## config.mk

```make
export PLATFORM = sky130hd
export DESIGN_NAME = usb_host_list_control_cmd
export DESIGN_NICKNAME = d
export VERILOG_FILES = /design/src/core/usb_hc_list_pkg.sv /design/src/core/usb_host_list_control_cmd.sv /design/src/core/ctrl_bulk_ratio_sched.sv
export SDC_FILE = /design/constraint.sdc
export NUM_CORES = 1
export LEC_CHECK = 0
export BUFFER_PORTS_ARGS = -buffer_cell sky130_fd_sc_hd__buf_2
export CAP_MARGIN = 20
export CORE_MARGIN = 4
export CORE_UTILIZATION = 43
export CTS_CLUSTER_SIZE = 25
export DETAILED_ROUTE_END_ITERATION = 8
export PLACE_DENSITY_LB_ADDON = 0.12
export RECOVER_POWER = 25
export SLEW_MARGIN = 20
export SYNTH_ARGS = -nofsm -noshare
export SYNTH_HDL_FRONTEND = slang
export SYNTH_HIERARCHICAL = 1
export SYNTH_SLANG_ARGS = --single-unit
export TNS_END_PERCENT = 5
```

## constraint.sdc

```tcl
create_clock -name i_sys_clk -period 2.4 [get_ports i_sys_clk]
set_clock_uncertainty 0.2 [all_clocks]
set_input_delay 0.12 -clock i_sys_clk [delete_from_list [all_inputs] [get_ports i_sys_clk]]
set_output_delay 0.12 -clock i_sys_clk [all_outputs]
set_load 0.1 [all_outputs]
```

## src/core/usb_hc_list_pkg.sv

```systemverilog
// constants, field layouts and carrier types of the list control block
// assumes one 250 MHz system clock shared by the bus and the list engine
package usb_hc_list_pkg;

    // register bus geometry
    localparam int          ADDR_W          = 8;
    localparam int          DATA_W          = 32;
    localparam int          PTR_W           = 32;

    // register byte offsets
    localparam logic [7:0]  OFF_OP_MODE     = 8'h04;
    localparam logic [7:0]  OFF_CMD_STATE   = 8'h08;
    localparam logic [7:0]  OFF_IRQ_STATUS  = 8'h0c;
    localparam logic [7:0]  OFF_IRQ_MASK    = 8'h10;

    // command_and_state field positions
    localparam int          CMD_RESET_BIT   = 0;
    localparam int          CMD_CLF_BIT     = 1;
    localparam int          CMD_BLF_BIT     = 2;
    localparam int          CMD_OWN_BIT     = 3;
    localparam int          CMD_SOC_LSB     = 16;
    localparam int          CMD_SOC_MSB     = 17;

    // interrupt status and mask layout
    localparam int          IRQ_W           = 2;
    localparam int          IRQ_OVERRUN_BIT = 0;
    localparam int          IRQ_RSTDONE_BIT = 1;

    // reset values
    localparam logic [7:0]        OP_MODE_RESET = 8'h00;
    localparam logic [1:0]        SOC_RESET     = 2'h0;
    localparam logic [IRQ_W-1:0]  IRQ_RESET     = 2'h0;

    // timing
    localparam int          CLK_PERIOD_NS      = 4;
    localparam int          SOFT_RESET_TIME_NS = 64;
    localparam int          SOFT_RESET_CYCLES  =
        (SOFT_RESET_TIME_NS + CLK_PERIOD_NS - 1) / CLK_PERIOD_NS;

    // functional state encodings
    typedef enum logic [1:0] {
        FS_RESET   = 2'b00,
        FS_RESUME  = 2'b01,
        FS_OPER    = 2'b10,
        FS_SUSPEND = 2'b11
    } func_state_t;

    // soft reset sequencer
    typedef enum logic {
        SR_IDLE = 1'b0,
        SR_BUSY = 1'b1
    } sr_state_t;

    // operating_mode bits 7..0
    typedef struct packed {
        func_state_t functional_state;
        logic        bulk_list_enable;
        logic        control_list_enable;
        logic        iso_enable;
        logic        periodic_list_enable;
        logic [1:0]  ctrl_bulk_ratio;
    } op_mode_t;

    // one-cycle events from the list walker
    typedef struct packed {
        logic frame_start;
        logic iso_ed_seen;
        logic overrun;
        logic ctrl_ed_done;
        logic bulk_ed_done;
        logic ctrl_start_req;
        logic bulk_start_req;
    } sched_evt_t;

endpackage : usb_hc_list_pkg

```

## src/core/usb_host_list_control_cmd.sv

```systemverilog
// operating mode and command registers with list gating for the host core
// assumes the list walker and bus master run on i_sys_clk, events one cycle
//
// Design decisions made here: the register addresses and strobed register access.
`timescale 1ns/100ps

// Operation
// - iso descriptors skipped while iso enable clear
// - iso enable honoured within current frame
// - periodic enable clear stops next frame
// - periodic enable set starts next frame
// - serve ratio plus one control per bulk
// - overrun count bumps on every overrun except one in the soft reset end cycle
// - ownership request settable, raises no interrupt
// - zero bulk pointer needs bulk filled
// - bulk filled cleared when bulk starts
// - zero control head needs control filled
// - control filled cleared when control starts
// - writing one starts soft reset, zero nothing
// - soft reset never drives usb reset
// - soft reset leaves functional state suspend
module usb_host_list_control_cmd #(
    parameter int PTR_W             = usb_hc_list_pkg::PTR_W,
    parameter int SOFT_RESET_CYCLES = usb_hc_list_pkg::SOFT_RESET_CYCLES
) (
    // clock and reset
    input  wire logic                              i_sys_clk,
    input  wire logic                              i_rst,
    input  wire logic                              i_clk_en,
    // register port
    input  wire logic [usb_hc_list_pkg::ADDR_W-1:0] i_addr,
    input  wire logic [usb_hc_list_pkg::DATA_W-1:0] i_wr_data,
    input  wire logic                              i_wr_en,
    input  wire logic                              i_rd_en,
    output logic [usb_hc_list_pkg::DATA_W-1:0]     o_rd_data,
    // list walker
    input  wire usb_hc_list_pkg::sched_evt_t       i_evt,
    input  wire logic [PTR_W-1:0]                  i_bulk_current_ptr,
    input  wire logic [PTR_W-1:0]                  i_control_head_ptr,
    output logic                                   o_periodic_active,
    output logic                                   o_iso_valid,
    output logic                                   o_iso_accept,
    output logic                                   o_ctrl_grant,
    output logic                                   o_bulk_grant,
    output logic                                   o_pick_bulk,
    // core state
    output logic                                   o_soft_reset_busy,
    output logic                                   o_usb_reset_drive,
    output logic                                   o_irq
);
    import usb_hc_list_pkg::*;

    localparam int CNT_W = $clog2(SOFT_RESET_CYCLES + 1);
    localparam logic [CNT_W-1:0] SR_LAST = CNT_W'(SOFT_RESET_CYCLES - 1);

    op_mode_t             op;
    sr_state_t            sr_state;
    logic [CNT_W-1:0]     sr_cnt;
    logic                 control_list_filled;
    logic                 bulk_list_filled;
    logic                 ownership_request;
    logic [1:0]           soc;
    logic [IRQ_W-1:0]     irq_status;
    logic [IRQ_W-1:0]     irq_mask;
    logic [IRQ_W-1:0]     next_irq_status;
    logic                 wr_op;
    logic                 wr_cmd;
    logic                 wr_stat;
    logic                 wr_mask;
    logic                 sr_done;
    logic                 next_ctrl_grant;
    logic                 next_bulk_grant;

    // list may start if pointer live or list marked filled
    function automatic logic start_ok(input logic          req,
                                      input logic          enable,
                                      input logic [PTR_W-1:0] ptr,
                                      input logic          filled);
        start_ok = req && enable && ((ptr != '0) || filled);
    endfunction : start_ok

    // writes other than the command register are dropped while a soft reset runs
    assign wr_op   = i_wr_en && (i_addr == OFF_OP_MODE) &&
                     (sr_state == SR_IDLE);
    assign wr_cmd  = i_wr_en && (i_addr == OFF_CMD_STATE);
    assign wr_stat = i_wr_en && (i_addr == OFF_IRQ_STATUS) &&
                     (sr_state == SR_IDLE);
    assign wr_mask = i_wr_en && (i_addr == OFF_IRQ_MASK) &&
                     (sr_state == SR_IDLE);
    assign sr_done = i_clk_en && (sr_state == SR_BUSY) && (sr_cnt == SR_LAST);

    // bulk and control start gates
    // no start while soft reset runs; its end still clears any filled bit unserved
    assign next_bulk_grant = (sr_state == SR_IDLE) &&
                             start_ok(i_evt.bulk_start_req,
                                      op.bulk_list_enable,
                                      i_bulk_current_ptr,
                                      bulk_list_filled);
    assign next_ctrl_grant = (sr_state == SR_IDLE) &&
                             start_ok(i_evt.ctrl_start_req,
                                      op.control_list_enable,
                                      i_control_head_ptr,
                                      control_list_filled);

    always_ff @(posedge i_sys_clk or posedge i_rst) begin
        if (i_rst) begin
            sr_state <= SR_IDLE;
            sr_cnt   <= '0;
        end else if (i_clk_en) begin
            case (sr_state)
                SR_IDLE: begin
                    sr_cnt <= '0;
                    if (wr_cmd && i_wr_data[CMD_RESET_BIT]) begin
                        sr_state <= SR_BUSY;
                    end
                end
                SR_BUSY: begin
                    if (sr_cnt == SR_LAST) begin
                        sr_state <= SR_IDLE;
                        sr_cnt   <= '0;
                    end else begin
                        sr_cnt <= sr_cnt + CNT_W'(1);
                    end
                end
                default: begin
                    sr_state <= SR_IDLE;
                    sr_cnt   <= '0;
                end
            endcase
        end
    end

    // operating mode register
    always_ff @(posedge i_sys_clk or posedge i_rst) begin
        if (i_rst) begin
            op <= op_mode_t'(OP_MODE_RESET);
        end else if (i_clk_en) begin
            if (sr_done) begin
                op                  <= op_mode_t'(OP_MODE_RESET);
                op.functional_state <= FS_SUSPEND;
            end else if (wr_op) begin
                op <= op_mode_t'(i_wr_data[7:0]);
            end
        end
    end

    // command flags; a driver set beats a same-cycle start clear, not the soft reset end clear
    always_ff @(posedge i_sys_clk or posedge i_rst) begin
        if (i_rst) begin
            control_list_filled <= 1'b0;
            bulk_list_filled    <= 1'b0;
            ownership_request   <= 1'b0;
        end else if (i_clk_en) begin
            if (sr_done) begin
                control_list_filled <= 1'b0;
                bulk_list_filled    <= 1'b0;
                ownership_request   <= 1'b0;
            end else begin
                if (wr_cmd && i_wr_data[CMD_CLF_BIT]) begin
                    control_list_filled <= 1'b1;
                end else if (next_ctrl_grant) begin
                    control_list_filled <= 1'b0;
                end
                if (wr_cmd && i_wr_data[CMD_BLF_BIT]) begin
                    bulk_list_filled <= 1'b1;
                end else if (next_bulk_grant) begin
                    bulk_list_filled <= 1'b0;
                end
                if (wr_cmd && i_wr_data[CMD_OWN_BIT]) begin
                    ownership_request <= 1'b1;
                end
            end
        end
    end

    always_ff @(posedge i_sys_clk or posedge i_rst) begin
        if (i_rst) begin
            soc <= SOC_RESET;
        end else if (i_clk_en) begin
            if (sr_done) begin
                soc <= SOC_RESET;
            end else if (i_evt.overrun) begin
                soc <= soc + 2'h1;
            end
        end
    end

    // sticky events; set wins over write-one-to-clear
    always_comb begin
        next_irq_status = irq_status;
        if (wr_stat) begin
            next_irq_status = irq_status & ~i_wr_data[IRQ_W-1:0];
        end
        if (sr_done) begin
            next_irq_status = IRQ_RESET;
            next_irq_status[IRQ_RSTDONE_BIT] = 1'b1;
        end
        if (i_evt.overrun) begin
            next_irq_status[IRQ_OVERRUN_BIT] = 1'b1;
        end
    end

    // interrupt status, mask and line; line lags status by one cycle
    always_ff @(posedge i_sys_clk or posedge i_rst) begin
        if (i_rst) begin
            irq_status <= IRQ_RESET;
            irq_mask   <= IRQ_RESET;
            o_irq      <= 1'b0;
        end else if (i_clk_en) begin
            irq_status <= next_irq_status;
            if (wr_mask) begin
                irq_mask <= i_wr_data[IRQ_W-1:0];
            end
            o_irq <= |(irq_status & irq_mask);
        end
    end

    // periodic gate and iso verdicts
    always_ff @(posedge i_sys_clk or posedge i_rst) begin
        if (i_rst) begin
            o_periodic_active <= 1'b0;
            o_iso_valid       <= 1'b0;
            o_iso_accept      <= 1'b0;
        end else if (i_clk_en) begin
            if (sr_done) begin
                o_periodic_active <= 1'b0;
            end else if (i_evt.frame_start) begin
                o_periodic_active <= op.periodic_list_enable;
            end
            o_iso_valid  <= i_evt.iso_ed_seen;
            o_iso_accept <= i_evt.iso_ed_seen && op.iso_enable &&
                            o_periodic_active;
        end
    end

    // grants and core state lines
    always_ff @(posedge i_sys_clk or posedge i_rst) begin
        if (i_rst) begin
            o_ctrl_grant      <= 1'b0;
            o_bulk_grant      <= 1'b0;
            o_soft_reset_busy <= 1'b0;
            o_usb_reset_drive <= 1'b1;
        end else if (i_clk_en) begin
            o_ctrl_grant      <= next_ctrl_grant;
            o_bulk_grant      <= next_bulk_grant;
            o_soft_reset_busy <= (sr_state == SR_BUSY) && !sr_done;
            // only the reset state signals usb reset
            o_usb_reset_drive <= (op.functional_state == FS_RESET);
        end
    end

    // read data for one cycle only; unmapped reads zero
    always_ff @(posedge i_sys_clk or posedge i_rst) begin
        if (i_rst) begin
            o_rd_data <= '0;
        end else if (i_clk_en) begin
            o_rd_data <= '0;
            if (i_rd_en) begin
                case (i_addr)
                    OFF_OP_MODE:    o_rd_data <= {24'h0, op};
                    OFF_CMD_STATE:  o_rd_data <= {14'h0, soc, 12'h0,
                                                  ownership_request,
                                                  bulk_list_filled,
                                                  control_list_filled,
                                                  sr_state == SR_BUSY};
                    OFF_IRQ_STATUS: o_rd_data <= {30'h0, irq_status};
                    OFF_IRQ_MASK:   o_rd_data <= {30'h0, irq_mask};
                    default:        o_rd_data <= '0;
                endcase
            end
        end
    end

    ctrl_bulk_ratio_sched u_ratio (
        .i_sys_clk     (i_sys_clk),
        .i_rst         (i_rst),
        .i_clk_en      (i_clk_en),
        .i_frame_start (i_evt.frame_start),
        .i_clear       (sr_done),
        .i_ratio       (op.ctrl_bulk_ratio),
        .i_ctrl_done   (i_evt.ctrl_ed_done),
        .i_bulk_done   (i_evt.bulk_ed_done),
        .o_pick_bulk   (o_pick_bulk)
    );
endmodule : usb_host_list_control_cmd

```

## src/core/ctrl_bulk_ratio_sched.sv

```systemverilog
// control versus bulk turn keeper for one frame
// assumes done pulses come from the list walker on the same clock
`timescale 1ns/100ps
module ctrl_bulk_ratio_sched (
    // clock and reset
    input  wire logic       i_sys_clk,
    input  wire logic       i_rst,
    input  wire logic       i_clk_en,
    // control
    input  wire logic       i_frame_start,
    input  wire logic       i_clear,
    input  wire logic [1:0] i_ratio,
    input  wire logic       i_ctrl_done,
    input  wire logic       i_bulk_done,
    // turn
    output logic            o_pick_bulk
);
    import usb_hc_list_pkg::*;

    logic [1:0] ctrl_cnt;

    always_ff @(posedge i_sys_clk or posedge i_rst) begin
        if (i_rst) begin
            ctrl_cnt    <= 2'h0;
            o_pick_bulk <= 1'b0;
        end else if (i_clk_en) begin
            if (i_frame_start || i_clear) begin
                ctrl_cnt    <= 2'h0;
                o_pick_bulk <= 1'b0;
            end else if (!o_pick_bulk && i_ctrl_done) begin
                if (ctrl_cnt >= i_ratio) begin
                    ctrl_cnt    <= 2'h0;
                    o_pick_bulk <= 1'b1;
                end else begin
                    ctrl_cnt <= ctrl_cnt + 2'h1;
                end
            end else if (o_pick_bulk && i_bulk_done) begin
                o_pick_bulk <= 1'b0;
            end
        end
    end
endmodule : ctrl_bulk_ratio_sched

```

Word level (Yosys, flattened, before mapping):

Index checks and enable logic that the tools add are counted.

* register bits: 66
* input port bits: 116
* output and inout bits: 41
* word-level logic and storage cells: 125

* add/subtract/negate cells: 3
* order comparisons: 1
* equality and inequality tests: 6
* multiplexer cells: 31
* bitwise logic cells: 4
* reductions and logical operators: 54

Operators by type and width (number)
* 18-bit case mux with 4 select lines: 1
* 32-bit nonzero test: 2
* 1-bit logical AND: 24
* 2-bit AND reduction: 10
* 18-bit two-way mux: 1
* 1-bit two-way mux: 17
* 8-bit by 4-bit equality test with 1-bit output (second input constant): 2
* 8-bit two-way mux: 2
* 2-bit two-way mux: 7
* 2-bit nonzero test: 6
* 3-bit nonzero test: 4
* 5-bit case mux with 2 select lines: 1
* 8-bit by 3-bit equality test with 1-bit output (second input constant): 1
* 8-bit by 5-bit equality test with 1-bit output (second input constant): 1
* 5-bit by 1-bit adder with 5-bit output (second input constant): 1
* 5-bit by 4-bit equality test with 1-bit output (second input constant): 1
* 5-bit two-way mux: 1
* 2-bit by 1-bit adder with 2-bit output (second input constant): 2
* 2-bit bitwise AND: 2
* 1-bit logical OR: 3
* 3-bit by 2-bit != test with 1-bit output (second input constant): 1
* 3-bit AND reduction: 1
* 2-bit greater-or-equal comparator: 1
* 1-bit zero test: 2
* other kinds (5): 5

Logic depth before layout (Yosys ltp):

Gate-level depths: netlist of the first run.

* depth in word-level cells: 7
* mapped depth: 9
* mapped depth without buffers: 7

Modules after synthesis:

Netlist of the first run, hierarchy kept.

Modules (own cells, without submodules)
* usb_host_list_control_cmd: times used 1, cells an instance 229, area an instance 2233.4 um^2, sequential area each 1027.2 um^2
* ctrl_bulk_ratio_sched: times used 1, cells an instance 23, area an instance 231.5 um^2, sequential area each 75.1 um^2

Worst setup path before layout of the first run:

OpenSTA, ideal clock, no wires.

* kind: register to register
* from: register sr_cnt[0]
* to: register u_ratio.ctrl_cnt[1]
* library setup time: 130 ps
* arrival: 1660 ps
* required time: 2070 ps
* slack: 410 ps
* cell stages (with the launch flop): 10
* buffers on the path: 2
* period minus slack after synthesis: 1990 ps
* path through: dfrtp_1 ha_1 nand3_1 or3_1 buf_2 inv_2 buf_4 nor2_1 a32oi_1 o31ai_2

* cells in the longest elaborated chain, start to end: 5
* elaborated cells on any way between the ends: 6
* those cells by class: eq/ne (1); mux (1); reduce/logical (4)

Ends and longest elaborated chain
* from (decl): RTL line usb_host_list_control_cmd.sv:58 `logic [CNT_W-1:0] sr_cnt;`
* from (signal assigned): RTL line usb_host_list_control_cmd.sv:122 `sr_cnt <= sr_cnt + CNT_W'(1);`
* 5-bit by 4-bit equality test with 1-bit output *: RTL line usb_host_list_control_cmd.sv:90 `assign sr_done = i_clk_en && (sr_state == SR_BUSY) && (sr_cnt == SR_LAST);`
* 1-bit logical AND *: RTL line usb_host_list_control_cmd.sv:90
* via sr_done: RTL line usb_host_list_control_cmd.sv:70 `logic sr_done;`
* 1-bit logical OR *: RTL line ctrl_bulk_ratio_sched.sv:27 `if (i_frame_start || i_clear) begin`
* 2-bit nonzero test (no line)
* 2-bit AND reduction (no line)
* to (signal assigned): RTL line ctrl_bulk_ratio_sched.sv:35 `ctrl_cnt <= ctrl_cnt + 2'h1;`
* to (decl): RTL line ctrl_bulk_ratio_sched.sv:20 `logic [1:0] ctrl_cnt;`

Mark *: on every way through the listed nets, which the timed path passes. The rest lies on a longest branch.
A chain may end at the register's enable or synchronous reset.

Final worst setup path of the first run:

* from: register sr_cnt[0]
* to: register bulk_list_filled

* cells in the longest elaborated chain, start to end: 4
* elaborated cells on any way between the ends: 5
* those cells by class: eq/ne (1); mux (1); reduce/logical (3)

Ends and longest elaborated chain
* 5-bit by 4-bit equality test with 1-bit output *: RTL line usb_host_list_control_cmd.sv:90
* 1-bit logical AND *: RTL line usb_host_list_control_cmd.sv:90
* 3-bit nonzero test (no line)
* 2-bit AND reduction (no line)
* to (signal assigned): RTL line usb_host_list_control_cmd.sv:151 `bulk_list_filled <= 1'b0;`
* to (signal assigned): RTL line usb_host_list_control_cmd.sv:156 `bulk_list_filled <= 1'b0;`
* to (signal assigned): RTL line usb_host_list_control_cmd.sv:165 `bulk_list_filled <= 1'b1;`
* to (decl): RTL line usb_host_list_control_cmd.sv:60 `logic bulk_list_filled;`

Every way passes the cells marked *; elsewhere a longest branch is shown, timed or not.

==> impl_results.md, run 1 <==
- Status: completed
- Critical path class: flop to flop
- Vias/cell: 5.11
- Seq cells post-synth: 44
- Antenna-violating nets left: 0
- Worst-Margin Slew: 1020 ps
- TritonCTS clock tree: yes
- Cells after Synth: about 250
- Fraction of power consumed by the clock network: 33.4%
- # IOs: between 150 and 200
- Residual DRC count: 0
- Row count: 27
- Net count reported at finish: 513
- CP Cell Sequence: ha_2 -> nand3_2 -> or3_4 -> buf_4 -> nand4_1 -> o21ai_0 -> dlygate4sd3_1
- Tot Pwr: ~1.9 mW
- Pleak: 1.67 nW
- Flop pwr share: 42.5%
- Post-synthesis sequential area ratio: 44.7%
- CP required: about 2400 ps
- Peak VDD IR: between 0.0003 and 0.0004 V
- Final Critical Period: 2310 ps
- Number of port buffers: 110
- Slew headroom: roughly a third
- Root buffer cell: clkbuf_8
- Pint: approximately 1.3 mW
- CTS sink cnt: 44
- TritonCTS Buffers: 5
- GRT Util Overall: 20.7%
- Max-Cap Viols: 0
- Starting density of the core: 44.5%
- GRT overflow: 0
- Combinational power share: 24.1%
- Final non-filler cell total: 467
- FFs w/ async S/R, synth: 100%
- First-pass GRT wire length: 11800 microns
- Fin. max-slew vios: 0
- Setup violations, final: 0
- Die height: 83.7 microns
- Placed cells: 430
- Share of cells above drive strength 1: 36.2%
- Via Count: 2388
- Worst min-delay path startpoint: i_control_head_ptr[4]
- Max stage delay on crit path: about 560 ps
- Mapped cell area: 2460 sq um
- R2R Path Start: sr_cnt[0]$_DFFE_PP0P_
- Ant. Diodes: 0
- Crit path DAT: between 2000 and 2500 ps
- Netlist cell types: 54
- Number of buffers and inverters on the critical path: 2
- Post-DP Area: 3020 sq um
- Bufs on Longest Clock Path: 2
- HPWL after DPL: 5240 microns
- Post-synth EDFFs: 0
- Pwr per Cell Area: 545 nW/um^2
- Synthesized area per cell: slightly below 10 sq um
- Sw Share: 32.3%
- Crit-path leading delay family: buffers and inverters
- Yosys warns: 6
- Initial antenna violation count: 0
- FMAX: 434 MHz
- Worst skew pair latency: roughly 300 ps
- Number of DRC markers in iteration 0: 108
- Crit path launch: sr_cnt[0]$_DFFE_PP0P_
- CP max FO: 8
- Slowest stage cell, crit path: dlygate4sd3_1
- Drt wl/cell: 15.4 microns
- Dominant synthesized flop cell: dfrtp_1
- Clock transition at the registers of the reported paths: 80 ps
- Critical path endpoint category: flop
- Final core utilization: 62.2%
- H-tree depth: 2
- Post-CTS Setup Bufs: 0
- Startpoint Class: flop
- Vias in the first global route: ~2500
- Hold_ws: 13.4 ps
- Final instance area: 3450 sq um
- Core area: 5540 sq um
- Place WS: 379 ps
- Die area: 7010 sq um
- Largest net degree at the start of global routing: 42
- HP Class: primary input to flop
- Die Width: approximately 84 microns
- Setup TNS: 0 ps
- Period utilisation layout: 96.1%
- Hold Violations, Final: 0
- Worst setup margin: roughly 94 ps
- NetSw: ~610 uW
- Routed Wire Length: between 7000 and 8000 microns
- Area growth from synthesis to layout: 39.8%
- Routability cong.: 0.872
- First-pass iteration count of the detailed router: 4
-- metal layers --
| metal | track usage, % | part of all wire, % |
|---|---|---|
| met4 | 7.46 | 1.9 |
| met1 | 26.4 | 43 |
| met3 | 4.34 | 4.7 |
| met5 | 0 | 0 |
| met2 | 34.4 | 51 |
-- path summary, 6_finish.rpt --
path	end	slack, ps	cells after the start
hold reg to reg	o_usb_reset_drive$_DFFE_PP1P_	250	1
setup / recovery	bulk_list_filled$_DFFE_PP0P_	90	7
max in group asynchronous	o_periodic_active$_DFFE_PP0P_	890	4
hold / removal	o_ctrl_grant$_DFFE_PP0P_	10	5
setup reg to reg	bulk_list_filled$_DFFE_PP0P_	90	7
min in group asynchronous	u_ratio/ctrl_cnt[0]$_DFFE_PP0P_	30	3
-- state kept, by name, summed over array words and instances, names as in the netlist --
| signal | cells |
|---|---|
| bulk_list_filled | 1 |
| control_list_filled | 1 |
| irq_mask | 2 |
| irq_status | 2 |
| o_bulk_grant | 1 |
| o_ctrl_grant | 1 |
| o_irq | 1 |
| o_iso_accept | 1 |
| o_iso_valid | 1 |
| o_periodic_active | 1 |
| o_rd_data | 10 |
| o_soft_reset_busy | 1 |
| o_usb_reset_drive | 1 |
| op | 8 |
| ownership_request | 1 |
| soc | 2 |
| sr_cnt | 5 |
| sr_state | 1 |
| u_ratio/ctrl_cnt | 2 |
| u_ratio/o_pick_bulk | 1 |
-- placed cells by master (no fill, tap or decap), types with 7 or more instances in the layout --
master,count
o2bb2ai_1,9
clkbuf_8,7
nor4_1,15
nand4_1,8
dfrtp_1,43
buf_2,107
nand3_1,8
nor2_1,14
o21ai_0,16
nand2_1,23
inv_1,9
dlygate4sd3_1,29
conb_1,22
-- cells in the mapped netlist (5+ instances only) --
cell       count  area [sq um]
buf_4         23           173
o2bb2ai_1      9          78.8
nor2b_1        5          31.3
nor4_1        15          93.8
o21ai_0       16          80.1
nand3_1        9          45.0
a22o_1         5          43.8
nand2_1       23          86.3
dfrtp_1       43          1080
nor2_1        14          52.6
inv_1          9          33.8
a22oi_1        5          37.5
nand4_1        8          50.1
-- power groups by stage --
stage / sequential, mW / clock [mW] / combinational (mW)
2_1_floorplan: 0.865 / 0 / 0.273
3_3_place_gp: 0.813 / 0 / 0.414
3_5_place_dp: 0.814 / 0 / 0.416
4_1_cts: 0.800 / 0.643 / 0.451
5_1_grt: 0.805 / 0.671 / 0.484
6_report: 0.799 / 0.627 / 0.452
-- layout make-up --
cell class / count / area, sq um
sequential: 44 / 1100
tap: 72 / 90.1
multi-input combinational: 188 / 1210
fill: 509 / 2090
clock buffer: 7 / 96.3
inverter: 10 / 40.0
timing repair buffer: 145 / 880
clock inverter: 1 / 30.0
-- cell families after synthesis --
logic type | synth area share, %
simple gates | 23.3
compound gates | 16.0
fa+ha+maj | 1.52
other cells | 0.152
xor+xnor | 1.07
buf+inv | 10.2
mux | 2.99
flops | 44.7
-- tightest hold or removal path, delay by kind of cell --
family | cells | cell delay [ps]
compound gates | 1 | 110
buf+inv | 1 | 80
simple gates | 3 | 180
-- timing repair --
action,CTS,global route
resized for setup,0,5
endpoints found under the hold margin,70,0
hold buffers,30,0
endpoints found under the setup margin,0,3
Power figures use the tool's default switching activity.
==> run 2, diff against run 1 <==
--- a/config.mk
+++ b/config.mk
@@ -8,7 +8,7 @@
 export BUFFER_PORTS_ARGS = -buffer_cell sky130_fd_sc_hd__buf_2
 export CAP_MARGIN = 20
 export CORE_MARGIN = 4
-export CORE_UTILIZATION = 43
+export CORE_UTILIZATION = 42
 export CTS_CLUSTER_SIZE = 25
 export DETAILED_ROUTE_END_ITERATION = 8
 export PLACE_DENSITY_LB_ADDON = 0.12
@@ -16,6 +16,5 @@
 export SLEW_MARGIN = 20
 export SYNTH_ARGS = -nofsm -noshare
 export SYNTH_HDL_FRONTEND = slang
-export SYNTH_HIERARCHICAL = 1
 export SYNTH_SLANG_ARGS = --single-unit
 export TNS_END_PERCENT = 5
==> run 2 against run 1 <==
Register-to-register slack improved by 380 ps. Combinational power about the same. Non-clock buffer count decreased by 1. Via count decreased by 2.6%. Sequential power about the same. Routed wire length decreased by 6.1%. Utilization decreased by 2.2 points. Critical path type is now primary input to flop. Synthesized cell count decreased by 0.40%. Clock power decreased by 23%. Worst hold slack got worse by 12 ps.
==> impl_results.md, run 2 <==
- Status: completed (unchanged)
- Vias in the first global route: 2251 (was 2450)
- Startpoint Class: primary input (was flop)
- RSZ-0062 raised after global routing: no
- Post-synth EDFFs: 0 (unchanged)
- Period utilisation layout: 85.7% (was 96.1%)
- Post-synth top area share: 44.8% (was 43.7%)
- Worst skew pair latency: 290 ps (was 300 ps)
- First-pass GRT wire length: 11000 microns (was 11800 microns)
- Top reg by flops: o_rd_data (unchanged)
- FMAX: 486 MHz (was 434 MHz)
- Worst-Margin Slew: 1100 ps (was 1020 ps)
- GRT overflow: 0 (unchanged)
- Simple-Gate Fraction of Synth Area: 23.7% (was 23.3%)
- Net count reported at finish: 511 (was 513)
- Critical path endpoint category: flop (unchanged)
- Sequential cell area: 1100 sq um (unchanged)
- Crit path DAT: 2040 ps (was 2290 ps)
- Post-cts repair resize count: 0 (unchanged)
- Post-synthesis adder-cell area fraction: 1.56% (was 1.52%)
- Slew headroom: 26.9% (was 31.8%)
- Commonest non-fill, non-tap cells in the layout: buf_2 (110), dfrtp_1 (43), dlygate4sd3_1 (27) (was buf_2 (107), dfrtp_1 (43), dlygate4sd3_1 (29))
- Most common cell after layout, fill and taps aside: buf_2 (unchanged)
- Critical path class: primary input to flop (was flop to flop)
- Drt wl/cell: 14.5 microns (was 15.4 microns)
- Initial antenna violation count: 0 (unchanged)
- R2R Path Start: u_ratio.ctrl_cnt[0]$_DFFE_PP0P_ (was sr_cnt[0]$_DFFE_PP0P_)
- TritonCTS Buffers: 5 (unchanged)
- Core area: 5540 sq um (unchanged)
- First-pass iteration count of the detailed router: 4 (unchanged)
- Commonest cells post-synth: dfrtp_1 (43), buf_4 (23), nand3_1 (21) (was dfrtp_1 (43), buf_4 (23), nand2_1 (23))
- Pwr per Cell Area: 522 nW/um^2 (was 545 nW/um^2)
- Final instance area: 3330 sq um (was 3450 sq um)
- Ant. Diodes: 0 (unchanged)
- Antenna-violating nets left: 0 (unchanged)
- Via Count: 2325 (was 2388)
- Pleak: 1.64 nW (was 1.67 nW)
- Flop-to-flop setup slack: 470 ps (was 90 ps)
- Residual DRC count: 0 (unchanged)
- Synth area leaders: dfrtp_1 (45%), buf_4 (7.2%), nand3_1 (4.4%) (was dfrtp_1 (44%), buf_4 (7.0%), nor4_1 (3.8%))
- Clock transition at the registers of the reported paths: 80 ps (about the same)
- Post-DP Area: 2970 sq um (was 3020 sq um)
- Setup TNS: 0 ps (unchanged)
- Number of port buffers: 110 (unchanged)
- Starting density of the core: 43.4% (was 44.5%)
- HP Class: primary input to flop (unchanged)
- Largest net degree at the start of global routing: 45 (was 42)
- Fin. max-slew vios: 0 (unchanged)
- H-tree depth: 2 (unchanged)
- Share of cells above drive strength 1: 33.6% (was 36.2%)
- Cells after Synth: 251 (was 252)
- # IOs: 157 (unchanged)
- Final Critical Period: 2060 ps (was 2310 ps)
- Cell type with the largest total area after synthesis: dfrtp_1 (unchanged)
- R2R cell count: 6 (was 7)
- Setup violations, final: 0 (unchanged)
- Max-Cap Viols: 0 (unchanged)
- Vias/cell: 5.00 (was 5.11)
- Peak VDD IR: 0.000403 V (was 0.000333 V)
- Count leader, synth: dfrtp_1 (unchanged)
- Dominant synthesized flop cell: dfrtp_1 (unchanged)
- Die Width: 83.7 microns (about the same)
- Area of the multi-input gates: 1130 sq um (was 1210 sq um)
- Crit path launch: i_clk_en (was sr_cnt[0]$_DFFE_PP0P_)
- Mapped cell area: 2400 sq um (was 2460 sq um)
- FFs w/ async S/R, synth: 100% (unchanged)
- Die area: 7000 sq um (was 7010 sq um)
- Placed cells: 430 (unchanged)
- Area growth from synthesis to layout: 38.4% (was 39.8%)
- Setup crit end: irq_mask[0]$_DFFE_PP0P_ (was bulk_list_filled$_DFFE_PP0P_)
- HPWL after DPL: 5060 microns (was 5240 microns)
- Netlist cell types: 47 (was 54)
- XOR/XNOR share of the synthesized area: 1.09% (was 1.07%)
- Number of DRC markers in iteration 0: 125 (was 108)
- Row count: 27 (unchanged)
- Biggest regs: o_rd_data x10, op x8, sr_cnt x5 (unchanged)
- Routed Wire Length: 6750 microns (was 7190 microns)
- CTS sink cnt: 44 (unchanged)
- TritonCTS clock tree: yes (unchanged)
- Bufs on Longest Clock Path: 2 (unchanged)
- Hold Violations, Final: 0 (unchanged)
- Largest family of logic cells by synthesized area: simple AND/OR/NAND/NOR gates (unchanged)
- Max FFs per register: 10 (unchanged)
- Die height: 83.7 microns (about the same)
- Routability cong.: 0.873 (was 0.872)
- Synthesized area per cell: 9.58 sq um (was 9.78 sq um)
- Yosys warns: 0 (was 6)
- GRT Util Overall: 19.3% (was 20.7%)
- Root buffer cell: clkbuf_8 (unchanged)
- Multiplexer share of the synthesized area: 1.82% (was 2.99%)
- Seq cells post-synth: 44 (unchanged)
- Hold_ws: 1.36 ps (was 13.4 ps)
- Post-synthesis sequential area ratio: 45.9% (was 44.7%)
- Fill cells: 505 (was 509)
- Final non-filler cell total: 465 (was 467)
- Post-synthesis compound-gate area fraction: 15.6% (was 16.0%)
- Reg2reg end: u_ratio.ctrl_cnt[1]$_DFFE_PP0P_ (was bulk_list_filled$_DFFE_PP0P_)
- CP max FO: 11 (was 8)
- CP required: 2380 ps (was 2390 ps)
==> run 2: changes by cell type after synthesis, moves of 4 or more <==
| cell | delta |
|---|---|
| nor2_1 | -5 |
| a21oi_1 | +4 |
| nand2_1 | -6 |
| nand3_1 | +12 |
| o21ai_0 | -4 |
==> run 2: power breakdown <==
part	switching [mW]	internal, mW	leakage [nW]
Sequential	0.0257	0.775	0.594
Combinational	0.321	0.132	0.999
Clock	0.246	0.235	0.0455
Total	0.593	1.14	1.64
==> run 2: timing repair <==
action / CTS / global route
buffers inserted: 0 / 0
endpoints found under the hold margin: 72 / 0
hold buffers: 27 / 0
==> run 2: worst min-delay path by stage <==
| stage | from | endpoint | slack, ps | cells after the start |
|---|---|---|---|---|
| after floorplan | i_wr_data[3] | op[3]$_DFFE_PP0P_ | 60 | 2 |
| after global placement | i_rst | sr_cnt[1]$_DFFE_PP0P_ | 90 | 3 |
| after detailed placement | i_rst | sr_cnt[1]$_DFFE_PP0P_ | 100 | 3 |
| after CTS | i_bulk_current_ptr[21] | o_bulk_grant$_DFFE_PP0P_ | 4 | 5 |
| after global routing | i_addr[5] | o_rd_data[16]$_DFFE_PP0P_ | 20 | 4 |
| final | i_bulk_current_ptr[21] | o_bulk_grant$_DFFE_PP0P_ | 1 | 5 |
==> run 2: metal layers <==
layer	up-vias	GRT usage, %	routed length (microns)
li1	1158	-	-
met2	72	31.2	3330
met4	0	4.68	78
met3	9	3.75	408
met5	-	0	0
met1	1086	26.7	2930
==> run 2: kinds of logic (layout without fill, tap and decap cells) <==
group                      count (synthesis)  in the layout
AOI/OAI and AO/OA                         55             55
buffers and inverters                     41            162
and+or+nand+nor                          100            100
other                                      1             22
muxes                                      4              4
xor gates and xnor gates                   3              3
DFF                                       44             44
adders and majority gates                  3              3
==> run 2: cell type report <==
cell class	count	area share, %
clock buffers	8	2.71
inverters	10	1.13
multi-input cells	187	34.1
flip-flops and latches	44	33.1
well taps	72	2.71
repair buffers	144	26.2
==> run 2: metrics by stage <==
stage | setup WS, ps | total power, mW | utilization, %
6_report | 344 | 1.74 | 60.0
5_1_grt | 207 | 1.82 | 60.0
4_1_cts | 344 | 1.74 | 60.1
3_5_place_dp | 479 | 1.24 | 53.6
3_3_place_gp | 506 | 1.23 | 53.6
2_1_floorplan | 391 | 1.15 | -
==> run 2: worst max-delay path, cell delays in order <==
cell and delay, ps:
dlygate4sd3_1 520, buf_2 220, nor2b_1 310, and3_1 400, nand3_1 170, mux2_2 290
